--- src/logic/adm_pkg.sv ---
// Package for the converter diagnostic monitor: register map, flag layout,
// enable-word layout and counting constants.
// Assumes a 32-bit APB host and a single master clock pclk.
package adm_pkg;

   // Register byte offsets
   localparam logic [7:0] ADM_OFS_ENABLE = 8'h00; // Diagnostic enables
   localparam logic [7:0] ADM_OFS_ERROR = 8'h04; // Latched flags, clear on read
   localparam logic [7:0] ADM_OFS_STATUS = 8'h08; // Summary error bit
   localparam logic [7:0] ADM_OFS_TALLY = 8'h0C; // Master-clock tally
   localparam logic [7:0] ADM_OFS_OFFSET = 8'h10; // Offset coefficient
   localparam logic [7:0] ADM_OFS_GAIN = 8'h14; // Gain coefficient
   localparam logic [7:0] ADM_OFS_DATA = 8'h18; // Conversion result

   // Flag positions in the error register
   localparam int ADM_E_CAL = 0;
   localparam int ADM_E_CONV = 1;
   localparam int ADM_E_SAT = 2;
   localparam int ADM_E_PHI = 3;
   localparam int ADM_E_PLO = 4;
   localparam int ADM_E_NHI = 5;
   localparam int ADM_E_NLO = 6;
   localparam int ADM_E_ADR = 7;
   localparam int ADM_E_DDR = 8;
   localparam int ADM_E_CAP = 9;
   localparam int ADM_E_SCK = 10;
   localparam int ADM_ERR_W = 11;

   // Widths and counts
   localparam int ADM_DATA_W = 24;
   localparam int ADM_TALLY_W = 8;
   localparam logic [7:0] ADM_TALLY_DIV = 8'h83; // 131 master clocks per step
   localparam logic [4:0] ADM_STUCK_RUN = 5'h14; // 20 equal modulator bits
   localparam logic [23:0] ADM_OFS_MIN = 24'h07_FFFF;
   localparam logic [23:0] ADM_OFS_MAX = 24'hF8_0000;
   localparam logic [1:0] ADM_CAP_NONE = 2'h0;
   localparam logic [1:0] ADM_CAP_ANALOG = 2'h1;
   localparam logic [1:0] ADM_CAP_DIGITAL = 2'h2;
   localparam logic [15:0] ADM_EN_RESET = 16'h0000; // All checks off
   localparam int ADM_SYNC_W = 10; // Pins passed through synchronisers
   localparam logic [9:0] ADM_SYNC_RST = 10'h100; // Select idles high, no false frame

   // Enable word, bit 0 at the bottom
   typedef struct packed {
      logic serial_pulse_count_enable; // 15
      logic osc_tally_enable; // 14
      logic decoupling_check_selftest; // 13
      logic [1:0] decoupling_check_select; // 12:11
      logic digital_droop_selftest; // 10
      logic analog_droop_selftest; // 9
      logic digital_rail_droop_enable; // 8
      logic analog_rail_droop_enable; // 7
      logic neg_input_low_enable; // 6
      logic neg_input_high_enable; // 5
      logic pos_input_low_enable; // 4
      logic pos_input_high_enable; // 3
      logic modulator_stuck_enable; // 2
      logic filter_range_fault_enable; // 1
      logic calibration_fault_enable; // 0
   } adm_en_s;

   // Serial frame tracker
   typedef enum logic [0:0] {
      ADM_FR_IDLE = 1'b0,
      ADM_FR_BUSY = 1'b1
   } adm_frame_e;

endpackage

--- src/logic/adm_monitor.sv ---
// Diagnostic monitor for a sigma-delta converter: latched fault flags,
// master-clock tally, serial clock pulse counting, APB register access.
// Assumes filter/modulator/calibration strobes come from pclk logic;
// comparators and serial pins are asynchronous and are synchronised here.
module adm_monitor
   import adm_pkg::*;
(
   // Clock and reset
   input wire logic pclk,
   input wire logic presetn,
   // APB slave
   input wire logic psel,
   input wire logic penable,
   input wire logic pwrite,
   input wire logic [31:0] paddr,
   input wire logic [31:0] pwdata,
   output logic [31:0] prdata,
   output logic pready,
   output logic pslverr,
   // Digital filter, pclk domain
   input wire logic conv_done,
   input wire logic conv_overflow,
   input wire logic conv_underflow,
   input wire logic [ADM_DATA_W-1:0] conv_raw,
   output logic [ADM_DATA_W-1:0] conv_result,
   output logic conv_result_valid,
   // Modulator bitstream, pclk domain
   input wire logic mod_bit_valid,
   input wire logic mod_bit,
   // Calibration engine, pclk domain
   input wire logic cal_done,
   input wire logic cal_is_gain,
   input wire logic cal_overflow,
   input wire logic [ADM_DATA_W-1:0] cal_coeff,
   output logic [ADM_DATA_W-1:0] offset_coeff,
   output logic [ADM_DATA_W-1:0] gain_coeff,
   // Analog comparators, asynchronous
   input wire logic pos_input_high,
   input wire logic pos_input_low,
   input wire logic neg_input_high,
   input wire logic neg_input_low,
   input wire logic analog_rail_low,
   input wire logic digital_rail_low,
   input wire logic decoupling_falling,
   // LDO test controls to the analog side
   output logic analog_droop_gnd,
   output logic digital_droop_gnd,
   output logic analog_ldo_off,
   output logic digital_ldo_off,
   output logic decoupling_disconnect,
   // Serial port pins, asynchronous; write commit and abort, pclk domain
   input wire logic sclk,
   input wire logic cs_n,
   input wire logic spi_is_write,
   output logic spi_write_commit,
   output logic spi_write_abort
);

   ////////////////////////////////////////////////////////////////////////
   // Declarations
   adm_en_s en_r; // Enable register
   logic [ADM_ERR_W-1:0] err_r; // Latched flags
   logic [ADM_ERR_W-1:0] err_set; // Per-flag set this cycle
   logic [ADM_ERR_W-1:0] err_clr; // Per-flag clear mask
   logic summary_r; // Status summary bit
   logic [ADM_TALLY_W-1:0] tally_r; // Master-clock tally
   logic [7:0] presc_r; // Divide-by-131 prescaler
   logic [4:0] run_r; // Equal-bit run length
   logic last_bit_r; // Previous modulator bit
   logic [ADM_SYNC_W-1:0] sync1_r; // First synchroniser stage
   logic [ADM_SYNC_W-1:0] sync2_r; // Second synchroniser stage
   logic sclk_d_r; // Delayed synchronised sclk
   adm_frame_e frame_r; // Frame state
   logic [2:0] pulse_r; // Pulse count modulo eight
   logic frame_end; // Chip select released
   logic bad_count; // Frame length not a multiple of eight
   logic offset_ok; // Offset inside window
   logic [ADM_ERR_W-1:0] rd_snap_r; // Flags as returned to host
   logic apb_done; // Transfer completes this edge
   logic [31:0] rd_mux; // Read data selection
   logic rd_hit; // Address is mapped
   logic s_phi, s_plo, s_nhi, s_nlo, s_adr, s_ddr, s_cap, s_sck, s_cs_n, s_wr;

   assign {s_wr, s_cs_n, s_sck, s_cap, s_ddr, s_adr, s_nlo, s_nhi, s_plo, s_phi} = sync2_r;

   ////////////////////////////////////////////////////////////////////////
   // Two-flop synchronisers; stage one feeds only stage two
   always_ff @(posedge pclk or negedge presetn) begin
      if (!presetn) begin
         sync1_r <= ADM_SYNC_RST;
         sync2_r <= ADM_SYNC_RST;
      end else begin
         sync1_r <= {spi_is_write, cs_n, sclk, decoupling_falling, digital_rail_low,
                     analog_rail_low, neg_input_low, neg_input_high, pos_input_low,
                     pos_input_high};
         sync2_r <= sync1_r;
      end
   end

   ////////////////////////////////////////////////////////////////////////
   // APB slave: one wait state, pready from a flop
   assign apb_done = psel & penable & pready;

   // Read mux, zero for unmapped addresses
   always_comb begin
      rd_mux = 32'h0000_0000;
      rd_hit = 1'b1;
      case (paddr[7:0])
         ADM_OFS_ENABLE: rd_mux = {16'h0000, en_r};
         ADM_OFS_ERROR: rd_mux = {21'h00_0000, err_r};
         ADM_OFS_STATUS: rd_mux = {31'h0000_0000, summary_r};
         ADM_OFS_TALLY: rd_mux = {24'h00_0000, tally_r};
         ADM_OFS_OFFSET: rd_mux = {8'h00, offset_coeff};
         ADM_OFS_GAIN: rd_mux = {8'h00, gain_coeff};
         ADM_OFS_DATA: rd_mux = {8'h00, conv_result};
         default: rd_hit = 1'b0;
      endcase
      if (paddr[31:8] != 24'h00_0000) begin
         rd_hit = 1'b0;
         rd_mux = 32'h0000_0000;
      end
   end

   // Answer one cycle into the access phase
   always_ff @(posedge pclk or negedge presetn) begin
      if (!presetn) begin
         pready <= 1'b0;
         prdata <= 32'h0000_0000;
         pslverr <= 1'b0;
         rd_snap_r <= '0;
      end else begin
         pready <= psel & penable & ~pready;
         if (psel & penable & ~pready) begin
            prdata <= pwrite ? 32'h0000_0000 : rd_mux;
            pslverr <= ~rd_hit;
            // Only the flags actually returned are cleared later
            rd_snap_r <= (!pwrite && paddr == 32'(ADM_OFS_ERROR)) ? err_r : '0;
         end else begin
            pslverr <= 1'b0;
         end
      end
   end

   // Enable register, written at the completing edge
   always_ff @(posedge pclk or negedge presetn) begin
      if (!presetn) begin
         en_r <= adm_en_s'(ADM_EN_RESET);
      end else if (apb_done && pwrite && paddr == 32'(ADM_OFS_ENABLE)) begin
         en_r <= adm_en_s'(pwdata[15:0]);
      end
   end

   ////////////////////////////////////////////////////////////////////////
   // Conversion result with clamping on filter range faults
   always_ff @(posedge pclk or negedge presetn) begin
      if (!presetn) begin
         conv_result <= '0;
         conv_result_valid <= 1'b0;
      end else begin
         conv_result_valid <= conv_done;
         if (conv_done) begin
            if (conv_overflow) begin
               conv_result <= '1;
            end else if (conv_underflow) begin
               conv_result <= '0;
            end else begin
               conv_result <= conv_raw;
            end
         end
      end
   end

   ////////////////////////////////////////////////////////////////////////
   // Modulator run length; saturates at the threshold
   always_ff @(posedge pclk or negedge presetn) begin
      if (!presetn) begin
         run_r <= 5'h00;
         last_bit_r <= 1'b0;
      end else if (mod_bit_valid) begin
         last_bit_r <= mod_bit;
         if (run_r != 5'h00 && mod_bit == last_bit_r) begin
            if (run_r != ADM_STUCK_RUN) begin
               run_r <= run_r + 5'h01;
            end
         end else begin
            run_r <= 5'h01;
         end
      end
   end

   ////////////////////////////////////////////////////////////////////////
   // Calibration coefficients; bad results leave them untouched
   assign offset_ok = (cal_coeff >= ADM_OFS_MIN) && (cal_coeff <= ADM_OFS_MAX);

   always_ff @(posedge pclk or negedge presetn) begin
      if (!presetn) begin
         offset_coeff <= '0;
         gain_coeff <= '0;
      end else if (cal_done) begin
         if (!cal_is_gain && offset_ok) begin
            offset_coeff <= cal_coeff;
         end
         if (cal_is_gain && !cal_overflow) begin
            gain_coeff <= cal_coeff;
         end
      end
   end

   ////////////////////////////////////////////////////////////////////////
   // Tally: prescaler of 131 then a wrapping counter
   always_ff @(posedge pclk or negedge presetn) begin
      if (!presetn) begin
         presc_r <= 8'h00;
         tally_r <= '0;
      end else if (en_r.osc_tally_enable) begin
         if (presc_r == ADM_TALLY_DIV - 8'h01) begin
            presc_r <= 8'h00;
            tally_r <= tally_r + 1'b1;
         end else begin
            presc_r <= presc_r + 8'h01;
         end
      end
   end

   ////////////////////////////////////////////////////////////////////////
   // Serial frame tracker; counts synchronised sclk rising edges
   assign frame_end = (frame_r == ADM_FR_BUSY) && s_cs_n;
   assign bad_count = pulse_r != 3'h0;

   always_ff @(posedge pclk or negedge presetn) begin
      if (!presetn) begin
         frame_r <= ADM_FR_IDLE;
         pulse_r <= 3'h0;
         sclk_d_r <= 1'b0;
      end else begin
         sclk_d_r <= s_sck;
         case (frame_r)
            ADM_FR_IDLE: begin
               pulse_r <= 3'h0;
               if (!s_cs_n) begin
                  frame_r <= ADM_FR_BUSY;
               end
            end
            ADM_FR_BUSY: begin
               if (s_cs_n) begin
                  frame_r <= ADM_FR_IDLE;
               end else if (s_sck && !sclk_d_r) begin
                  pulse_r <= pulse_r + 3'h1;
               end
            end
            default: frame_r <= ADM_FR_IDLE;
         endcase
      end
   end

   // Write commit or abort at end of a write frame
   always_ff @(posedge pclk or negedge presetn) begin
      if (!presetn) begin
         spi_write_commit <= 1'b0;
         spi_write_abort <= 1'b0;
      end else begin
         spi_write_commit <= frame_end & s_wr & ~(en_r.serial_pulse_count_enable & bad_count);
         spi_write_abort <= frame_end & s_wr & en_r.serial_pulse_count_enable & bad_count;
      end
   end

   ////////////////////////////////////////////////////////////////////////
   // LDO test controls to the analog side
   always_ff @(posedge pclk or negedge presetn) begin
      if (!presetn) begin
         analog_droop_gnd <= 1'b0;
         digital_droop_gnd <= 1'b0;
         analog_ldo_off <= 1'b0;
         digital_ldo_off <= 1'b0;
         decoupling_disconnect <= 1'b0;
      end else begin
         analog_droop_gnd <= en_r.analog_droop_selftest;
         digital_droop_gnd <= en_r.digital_droop_selftest;
         analog_ldo_off <= en_r.decoupling_check_select == ADM_CAP_ANALOG;
         digital_ldo_off <= en_r.decoupling_check_select == ADM_CAP_DIGITAL;
         decoupling_disconnect <= en_r.decoupling_check_selftest;
      end
   end

   ////////////////////////////////////////////////////////////////////////
   // Flag set terms; a set always beats a clear in the same cycle
   always_comb begin
      err_set = '0;
      err_set[ADM_E_CAL] = en_r.calibration_fault_enable & cal_done &
                           (cal_is_gain ? cal_overflow : ~offset_ok);
      err_set[ADM_E_CONV] = en_r.filter_range_fault_enable & conv_done &
                            (conv_overflow | conv_underflow);
      err_set[ADM_E_SAT] = en_r.modulator_stuck_enable & mod_bit_valid &
                           (mod_bit == last_bit_r) &
                           (run_r == ADM_STUCK_RUN - 5'h01);
      err_set[ADM_E_PHI] = en_r.pos_input_high_enable & s_phi;
      err_set[ADM_E_PLO] = en_r.pos_input_low_enable & s_plo;
      err_set[ADM_E_NHI] = en_r.neg_input_high_enable & s_nhi;
      err_set[ADM_E_NLO] = en_r.neg_input_low_enable & s_nlo;
      // Selftest forces the trip as the monitor then sees ground
      err_set[ADM_E_ADR] = en_r.analog_rail_droop_enable &
                           (s_adr | en_r.analog_droop_selftest);
      err_set[ADM_E_DDR] = en_r.digital_rail_droop_enable &
                           (s_ddr | en_r.digital_droop_selftest);
      err_set[ADM_E_CAP] = (en_r.decoupling_check_select == ADM_CAP_ANALOG ||
                            en_r.decoupling_check_select == ADM_CAP_DIGITAL) &&
                           (s_cap || en_r.decoupling_check_selftest);
      err_set[ADM_E_SCK] = en_r.serial_pulse_count_enable & frame_end & bad_count;
   end

   // Clear on the completing edge of an error-register read
   assign err_clr = (apb_done && !pwrite) ? rd_snap_r : '0;

   // One latch per flag
   for (genvar i = 0; i < ADM_ERR_W; i++) begin : g_flag
      always_ff @(posedge pclk or negedge presetn) begin
         if (!presetn) begin
            err_r[i] <= 1'b0;
         end else begin
            err_r[i] <= err_set[i] | (err_r[i] & ~err_clr[i]);
         end
      end
   end

   // Summary bit follows the latched flags
   always_ff @(posedge pclk or negedge presetn) begin
      if (!presetn) begin
         summary_r <= 1'b0;
      end else begin
         summary_r <= |err_r;
      end
   end
endmodule // adm_monitor

--- config.mk ---
export PLATFORM = sky130hd
export DESIGN_NAME = adm_monitor
export DESIGN_NICKNAME = d
export VERILOG_FILES = /design/src/logic/adm_pkg.sv /design/src/logic/adm_monitor.sv
export SDC_FILE = /design/constraint.sdc
export NUM_CORES = 1
export LEC_CHECK = 0
export BUFFER_PORTS_ARGS = -buffer_cell sky130_fd_sc_hd__buf_2
export CAP_MARGIN = 20
export CORE_ASPECT_RATIO = 1.1
export CORE_UTILIZATION = 52
export CTS_CLUSTER_SIZE = 40
export DETAILED_ROUTE_END_ITERATION = 8
export GPL_ROUTABILITY_DRIVEN = 0
export GPL_TIMING_DRIVEN = 1
export PLACE_DENSITY = 0.81
export SLEW_MARGIN = 20
export SYNTH_ARGS = -nofsm -noshare
export SYNTH_HDL_FRONTEND = slang
export SYNTH_SLANG_ARGS = --single-unit
--- constraint.sdc ---
create_clock -name pclk -period 2.3 [get_ports pclk]
set_input_delay 0.23 -clock pclk [delete_from_list [all_inputs] [get_ports pclk]]
set_output_delay 0.23 -clock pclk [all_outputs]
set_load 0.005 [all_outputs]
==> impl_metrics.tcl, run 1 <==
set metrics [dict create \
    internal_power_mw 5.699 \
    outcome "finished clean" \
    drt_pass1_iterations 7 \
    ys_seq_area_share_pct 57.96 \
    p_seq_share_pct 50.0 \
    finClkSkew_ns 0.006738 \
    p_comb_share_pct 12.3 \
    cp.arrival_ns 2.15 \
    core_um2 15620 \
    reg2reg_slack_ns 0.47 \
    numCtsBuffers 17 \
    worstSetupPathDepth 5 \
    hpwl_um 17120 \
    fin_tns_setup_ns 0 \
    cts_tree "yes" \
    clock-sinks 192 \
    num_antenna_cells 0 \
    grt_usage_pct 29.52 \
    final_util_pct 66.54 \
    synth_edf_count 0 \
    critical_path_class "register to register" \
    reg2reg_from "presc_r[3]" \
    drc 0 \
    die_area_um2 16460 \
    cap_viol_max_count 0 \
    drt_iter0_drc 679 \
    h-tree-depth 4 \
    grt_max_degree 57 \
    async_flop_share_pct 100.0 \
    crit_required_ns 2.62 \
    hold_violations 0 \
    vias 6810 \
    synth-seq-cells 192 \
    slew_violations 0 \
    period_needed_ns 1.834 \
    cts_root_buf "clkbuf_16" \
    rr_worst_depth 5 \
    synth_area_per_cell_um2 11.47 \
    post_cts_buffers 0 \
    pwr-share-clk_pct 37.8 \
    cts_resized 0 \
    whs_ns 0.01461 \
    nets 1107 \
    leakagePower_nw 4.984 \
    wirelength_um 23290 \
    r2r_end "tally_r[7]" \
    endpoint "tally_r[7]" \
    pwr_density_cell_nw_per_um2 739.2 \
    synth-main-ff-cell "dfrtp_1" \
    fin_cells 1176 \
    grt_pass1_vias 6684 \
    ant_nets 0 \
    place_area_um2 9699 \
    cts.clk_slew.worst_paths_ns 0.07 \
    netlist-cell-type-count 56 \
    cp.buffers_inverters 0 \
    syn_to_final_growth_pct 25.27 \
    slowest_stage "dfrtp_1" \
    fin_crit_sh_pct 79.73 \
    ir_drop_v 0.0004913 \
    cts.path.max_buffers 2 \
    fmax_ghz 0.5453 \
    hp-class "input pin to register" \
    endpoint_kind "register" \
    die_x_um 122.4 \
    placed_cells 1133 \
    layout-drive-gt1-share_pct 35.66 \
    design_area_um2 10390 \
    crit_family "simple AND/OR/NAND/NOR gates" \
    fp-row-count 48 \
    grt_overflow_total 0 \
    cp_max_fo 5 \
    clk_latency_ns 0.43 \
    switching_share_pct 25.80 \
    dieHeight_um 134.5 \
    wl_per_cell_um 19.80 \
    critPathLaunch "presc_r[3]" \
    start_util_pct 53.12 \
    yosys_warnings 0 \
    rsz0062_at_grt "no" \
    relSlewSlack_pct 46.36 \
    max_stage_delay_ns 0.43 \
    grt_pass1_wl_um 35670 \
    antenna_found_initial 0 \
    cp_cell_sequence "nor4b_1 -> nand4_1 -> nor3_1 -> nand3_1 -> xnor2_1" \
    netlist_instances 723 \
    syn-cell-area_um2 8294 \
    viasPerCell 5.791 \
    setup_viol 0 \
    critPathLaunchType "register" \
    portBuffers 224 \
    ios 249 \
    worst_pin_slew_ns 0.8046 \
    p_switching_mw 1.982 \
]
## registers in the layout (all words and copies together) (netlist names), 8 cells and up
register / cells
tally_r: 8
err_r: 11
gain_coeff: 24
rd_snap_r: 11
offset_coeff: 24
sync2_r: 10
presc_r: 8
conv_result: 24
en_r: 16
sync1_r: 10
prdata: 24
## area by class of cell
class                           instances  area, um^2
Clock inverter                         14       141.4
Timing Repair Buffer                  262        1468
Inverter                               17       63.81
Clock buffer                           18       439.2
Fill cell                            1196        5225
Multi-Input combinational cell        473        3221
Tap cell                              200       250.2
Sequential cell                       192        4807
## synthesized netlist by cell type, drive strengths merged (13+ instances only)
master / count / share of area [%]
mux2: 64 / 8.7
a22oi: 18 / 1.6
nor4: 13 / 0.98
clkbuf: 26 / 1.2
dfrtp: 190 / 57
buf: 22 / 1.7
inv: 17 / 0.77
nor2: 51 / 2.3
nand2: 67 / 3.0
o21ai: 23 / 1.4
a22o: 29 / 3.1
a21oi: 59 / 3.6
nand4: 13 / 0.98
## per-layer routing
layer  vias up  track usage (%)  part of all wire [%]
met2       381            45.82                    48
met3        60            9.586                    11
li1       3092                -                     -
met5         -                0                     0
met4         0            13.48                   3.4
met1      3277            37.55                    38
## cells in the final DEF (no fill, tap or decap), types with 7 or more instances in the layout
master	netlist	final
inv_1	17	17
nor3_1	9	9
mux2_2	54	54
xnor2_1	11	11
ha_1	9	9
nor4_1	13	13
o21ai_0	23	23
conb_1	1	8
nand3_1	10	10
nor2_1	51	51
nor2b_1	7	7
dfrtp_1	190	190
nand4_1	13	13
dlygate4sd3_1	0	11
mux2_1	10	10
a22o_1	29	29
a221oi_1	9	9
a21oi_1	59	59
nand2_1	67	67
and3_1	8	8
clkbuf_16	0	17
buf_4	10	25
buf_2	8	223
a22oi_1	18	18
## cells by family after synthesis
| group | Yosys count | synth area share [%] |
|---|---|---|
| and+or+nand+nor | 205 | 12.48 |
| DFF | 192 | 57.96 |
| AOI/OAI and AO/OA | 164 | 13.20 |
| muxes | 70 | 9.564 |
| buffers and inverters | 65 | 3.605 |
| xor gates and xnor gates | 17 | 1.795 |
| adders and majority gates | 9 | 1.358 |
| other | 1 | 0.04521 |
## repair_timing
action,CTS,global route
setup endpoints to repair,0,0
hold endpoints to repair,63,0
hold buffers,11,0
## power groups by stage
stage          Sequential (mW)  Combinational [mW]  Clock, mW
3_3_place_gp              3.88               0.892          0
3_5_place_dp              3.89               0.925          0
6_report                  3.84               0.943       2.90
5_1_grt                   3.87                1.04       3.08
4_1_cts                   3.83               0.947       2.92
2_1_floorplan             3.85               0.407          0
## metrics by stage
| stage | setup WS [ns] | power, mW |
|---|---|---|
| 2_1_floorplan | 0.2705 | 4.253 |
| 3_3_place_gp | 0.1948 | 4.776 |
| 3_5_place_dp | 0.1630 | 4.819 |
| 4_1_cts | 0.4847 | 7.703 |
| 5_1_grt | 0.3500 | 7.982 |
| 6_report | 0.4663 | 7.681 |
## worst min-delay path by stage
stage,startpoint,end,slack (ns),cells past startpoint
after floorplan,presetn,analog_droop_gnd,-0.07,0
after global placement,presetn,prdata[21],0.23,1
after detailed placement,presetn,prdata[21],0.23,1
after CTS,pwdata[13],en_r[13],0.0005,2
after global routing,pwdata[10],en_r[10],0.003,2
final,pwdata[13],en_r[13],0.01,2
(Power assumes the default switching activity.)
==> run 2: changes to the inputs <==
ABC_AREA = 1   (was unset)
PLACE_DENSITY = 0.8   (was 0.81)
clock period = 1.9 ns   (was 2.3 ns; I/O delays follow)
==> impl_metrics.tcl, run 2 <==
set metrics [dict create \
    outcome "finished clean" \
    clk_latency_ns 0.44 \
    async_flop_share_pct 100.0 \
    fin_cells 1520 \
    layout_commonest_cell "nand2_1" \
    r2r_end "run_r[2]" \
    reg2reg_from "run_r[0]" \
    critPathLaunchType "register" \
    core_um2 16490 \
    drt_pass1_iterations 5 \
    setup_viol 0 \
    nets 1446 \
    synth-main-ff-cell "dfrtp_1" \
    min_path_cells 3 \
    ant_nets 0 \
    fmax_ghz 0.6371 \
    fp-row-count 49 \
    die_area_um2 17530 \
    cp_max_fo 6 \
    vias 7956 \
    cp.arrival_ns 1.90 \
    leakagePower_nw 5.889 \
    relSlewSlack_pct 40.54 \
    grt_max_degree 63 \
    viasPerCell 5.234 \
    ios 249 \
    fin_crit_sh_pct 82.61 \
    ir_drop_v 0.0006561 \
    fin_tns_setup_ns 0 \
    whs_endpoint "en_r[7]" \
    synthTopCellsByCount "nand2_1, dfrtp_1, inv_1" \
    portBuffers 224 \
    grt_pass1_vias 7938 \
    p_total_mw 9.257 \
    holdBufCountCts 37 \
    synth-seq-cells 192 \
    synth_edf_count 0 \
    cts_resized 0 \
    grt_pass1_wl_um 39710 \
    dieHeight_um 138.8 \
    numCtsBuffers 17 \
    drc 0 \
    h-tree-depth 4 \
    critical_path_class "register to register" \
    cts.path.max_buffers 2 \
    hpwl_um 17860 \
    period_needed_ns 1.570 \
    yosys_warnings 0 \
    mostFrequentLayoutCells "nand2_1, buf_2, dfrtp_1" \
    die_x_um 126.3 \
    netlist.area_leader.share_pct 53.77 \
    netlist-cell-type-count 42 \
    cts_tree "yes" \
    placed_cells 1450 \
    cts.clk_slew.worst_paths_ns 0.07 \
    finClkSkew_ns 0.009385 \
    antenna_found_initial 1 \
    clock-sinks 192 \
    syn_to_final_growth_pct 26.91 \
    crit_required_ns 2.23 \
    slew_violations 0 \
    wl_per_cell_um 16.16 \
    rr_worst_depth 9 \
    worstHoldStart "pwdata[7]" \
    yosysMostFrequentCell "nand2_1" \
    wirelength_um 24560 \
    synth_area_per_cell_um2 8.593 \
    syn-cell-area_um2 8842 \
    grt_overflow_total 0 \
    synth.area.top_cells "dfrtp_1, nand2_1, inv_1" \
    endpoint_kind "register" \
    cts_root_buf "clkbuf_16" \
    rsz0062_at_grt "no" \
    synth_top_area_cell "dfrtp_1" \
    layout-drive-gt1-share_pct 26.08 \
    pwr_density_cell_nw_per_um2 824.9 \
    worst_pin_slew_ns 0.8807 \
    ys_seq_area_share_pct 54.37 \
    grt_usage_pct 29.46 \
    start_util_pct 53.62 \
    cap_viol_max_count 0 \
    hp-class "input pin to register" \
    post_cts_buffers 0 \
    hold_violations 0 \
    drt_iter0_drc 531 \
    reg2reg_slack_ns 0.33 \
    netlist_instances 1029 \
]
==> run 2: per-stage QoR <==
step	cell area (um^2)	hold slack (ns)	util, %	worst slack (ns)
2_1_floorplan	8869	-0.1056	-	0.4494
3_3_place_gp	10280	0.2203	62.34	0.2421
3_5_place_dp	10280	0.2254	62.34	0.1889
4_1_cts	11220	0.0003384	68.03	0.3193
5_1_grt	11220	0.01017	68.04	0.1459
6_report	11220	0.008423	68.04	0.3304
==> run 2: cells by family after synthesis <==
| logic type | after synthesis | share of synthesized area, % |
|---|---|---|
| AO/OA/AOI/OAI | 115 | 7.698 |
| XOR/XNOR | 11 | 1.090 |
| adder cells (fa/ha/maj) | 9 | 1.274 |
| buffers and inverters | 142 | 7.146 |
| flip-flops | 192 | 54.37 |
| multiplexers | 11 | 1.401 |
| other | 1 | 0.04241 |
| AND/OR/NAND/NOR | 548 | 26.98 |
==> run 2: worst max path at each step <==
stage / depth (start not counted) / slack [ns] / startpoint / end
global route: 9 / 0.15 / run_r[0] / run_r[2]
finish: 9 / 0.33 / run_r[0] / run_r[2]
CTS: 8 / 0.32 / run_r[0] / run_r[3]
global placement: 9 / 0.24 / paddr[1] / en_r[0]
detailed placement: 9 / 0.19 / paddr[1] / en_r[0]
floorplan: 8 / 0.45 / pready / prdata[14]
==> run 2: cell type report <==
cell class | count | area, um^2
Timing Repair Buffer | 294 | 1798
Tap cell | 204 | 255.2
Clock inverter | 9 | 80.08
Clock buffer | 23 | 488.0
Multi-Input combinational cell | 702 | 3435
Inverter | 95 | 356.6
Fill cell | 1316 | 5270
Antenna cell | 1 | 2.502
Sequential cell | 192 | 4807
==> run 2: worst max-delay path: stages, from the launching register on <==
cell and delay [ns]:
dfrtp_1 0.40, inv_1 0.11, ha_1 0.19, nand3_1 0.08, o21ai_0 0.25, nand2_1 0.18, nand2_1 0.12, nand2_1 0.05
nand2_1 0.06, nor2_1 0.04
==> run 2: layer usage <==
layer,track usage (%),share of wire [%],vias to the layer above
met1,37.01,42,3748
met3,4.900,5.7,60
li1,-,-,3826
met5,0,0,-
met2,50.07,49,322
met4,13.13,3.4,0
==> run 2: report_power, final <==
group          leakage, nW  internal (mW)  switching (mW)
Sequential            2.31           4.37           0.248
Clock                0.284           1.94            1.52
Combinational         3.30          0.513           0.656
==> run 3: changes to the inputs <==
CORE_UTILIZATION = 47   (was 52)
PLACE_DENSITY = 0.76   (was 0.8)
clock period = 1.4 ns   (was 1.9 ns; I/O delays follow)
==> impl_metrics.tcl, run 3 (synthesized netlist as in run 2, its figures left out) <==
set metrics [dict create \
    outcome "finished with violations" \
    violations "negative hold slack, negative setup slack" \
    fmax_ghz 0.6696 \
    cts.clk_slew.worst_paths_ns 0.07 \
    viasPerCell 5.146 \
    wl_per_cell_um 16.57 \
    antenna_found_initial 2 \
    drt_iter0_drc 656 \
    grt_max_degree 44 \
    p_total_mw 13.28 \
    layout_commonest_cell "nand2_1" \
    p_comb_share_pct 14.8 \
    grt_pass1_wl_um 41470 \
    hp-class "input pin to register" \
    leakagePower_nw 6.326 \
    rsz0062_at_grt "yes" \
    finClkSkew_ns 0.009298 \
    final_util_pct 66.17 \
    start_util_pct 48.02 \
    num_antenna_cells 0 \
    fin_crit_sh_pct 106.7 \
    clock-sinks 192 \
    fp-row-count 52 \
    die_x_um 132.8 \
    design_area_um2 12180 \
    portBuffers 224 \
    cp.arrival_ns 1.86 \
    ir_drop_v 0.0007308 \
    pwr_density_cell_nw_per_um2 1090 \
    core_um2 18410 \
    cap_viol_max_count 0 \
    crit_required_ns 1.77 \
    cts_tree "yes" \
    cts.path.max_buffers 2 \
    syn_to_final_growth_pct 37.78 \
    critPathLaunchType "register" \
    p_switching_mw 3.550 \
    hpwl_um 18820 \
    slew_violations 0 \
    mostFrequentLayoutCells "nand2_1, buf_2, dfrtp_1" \
    place_area_um2 10600 \
    fin_ws_ns -0.09349 \
    grt_usage_pct 27.75 \
    ios 249 \
    vias 8347 \
    pre_cts_slack_ns -0.1867 \
    cts_root_buf "clkbuf_16" \
    whs_ns -0.01084 \
    nets 1510 \
    p_seq_share_pct 47.6 \
    worst_pin_slew_ns 0.8057 \
    grt_overflow_total 0 \
    hold_violations 2 \
    drt_pass1_iterations 5 \
    endpoint_kind "register" \
    dieHeight_um 145.9 \
    wirelength_um 26870 \
    critical_path_class "register to register" \
    die_area_um2 19370 \
    drc 0 \
    relSlewSlack_pct 45.61 \
    switching_share_pct 26.74 \
    ant_nets 0 \
    pwr-share-clk_pct 37.7 \
    clk_latency_ns 0.44 \
    numCtsBuffers 17 \
    setup_viol 44 \
    h-tree-depth 4 \
    period_needed_ns 1.493 \
    grt_pass1_vias 8220 \
    layout-drive-gt1-share_pct 30.96 \
    internal_power_mw 9.726 \
    cp_max_fo 7 \
]
## run 3: per-stage QoR
stage	TNS [ns]	instances
2_1_floorplan	0	1036
3_3_place_gp	-3.605	1516
3_5_place_dp	-6.409	1516
4_1_cts	-3.562	1617
5_1_grt	-8.467	1622
6_report	-2.591	1622
## run 3: power groups by stage
stage               clock network, mW  registers (mW)  logic, mW
finish                           5.00            6.31       1.96
detailed placement                  0            6.37       1.60
CTS                              5.06            6.28       1.77
floorplan                           0            6.31      0.640
global placement                    0            6.36       1.56
global route                     5.28            6.34       2.15
## run 3: timing repair
item                                    in CTS  in global routing
hold buffers                                65                  0
endpoints found under the setup margin      56                101
cloned                                       1                  2
pin swaps                                    2                 16
buffers inserted                             3                  4
hold endpoints to repair                   255                  0
resized for setup                           13                 64
## run 3: critical path, cell delays in order (launching register included)
cell and delay [ns]:
dfrtp_1 0.40, inv_2 0.07, buf_6 0.10, nand3_4 0.05, nor2_1 0.09, nand4_1 0.10, buf_6 0.15, nor2_4 0.17
buf_8 0.20, nand2_2 0.05, nand2_1 0.05
## run 3: worst paths after layout
path | endpoint | cells past startpoint | from | slack [ns]
worst max register to register | prdata[14] | 10 | pready | -0.09
min in group asynchronous | prdata[21] | 2 | presetn | 0.18
worst min register to register | sync2_r[2] | 0 | sync1_r[2] | 0.35
worst min-delay path | offset_coeff[3] | 3 | cal_coeff[3] | -0.01
worst max-delay path | prdata[14] | 10 | pready | -0.09
max in group asynchronous | tally_r[3] | 3 | presetn | 0.68
## run 3: layout make-up
class,count,area [um^2]
timing repair buffer,357,2432
clock inverter,11,155.1
tap,243,304.0
inverter,95,360.3
multi-input combinational,702,3664
sequential,192,4810
timing repair inverter,1,7.507
clock buffer,21,450.4
fill,1477,6230
## run 3: layer usage
layer / routed length (um) / vias to the layer above / share of wire, % / global-route usage (%)
li1: - / 3949 / - / -
met1: 11210 / 3976 / 42 / 34.79
met2: 13160 / 353 / 49 / 47.07
met3: 1601 / 67 / 6.0 / 4.981
met4: 887 / 2 / 3.3 / 11.72
met5: 10 / - / 0.037 / 0
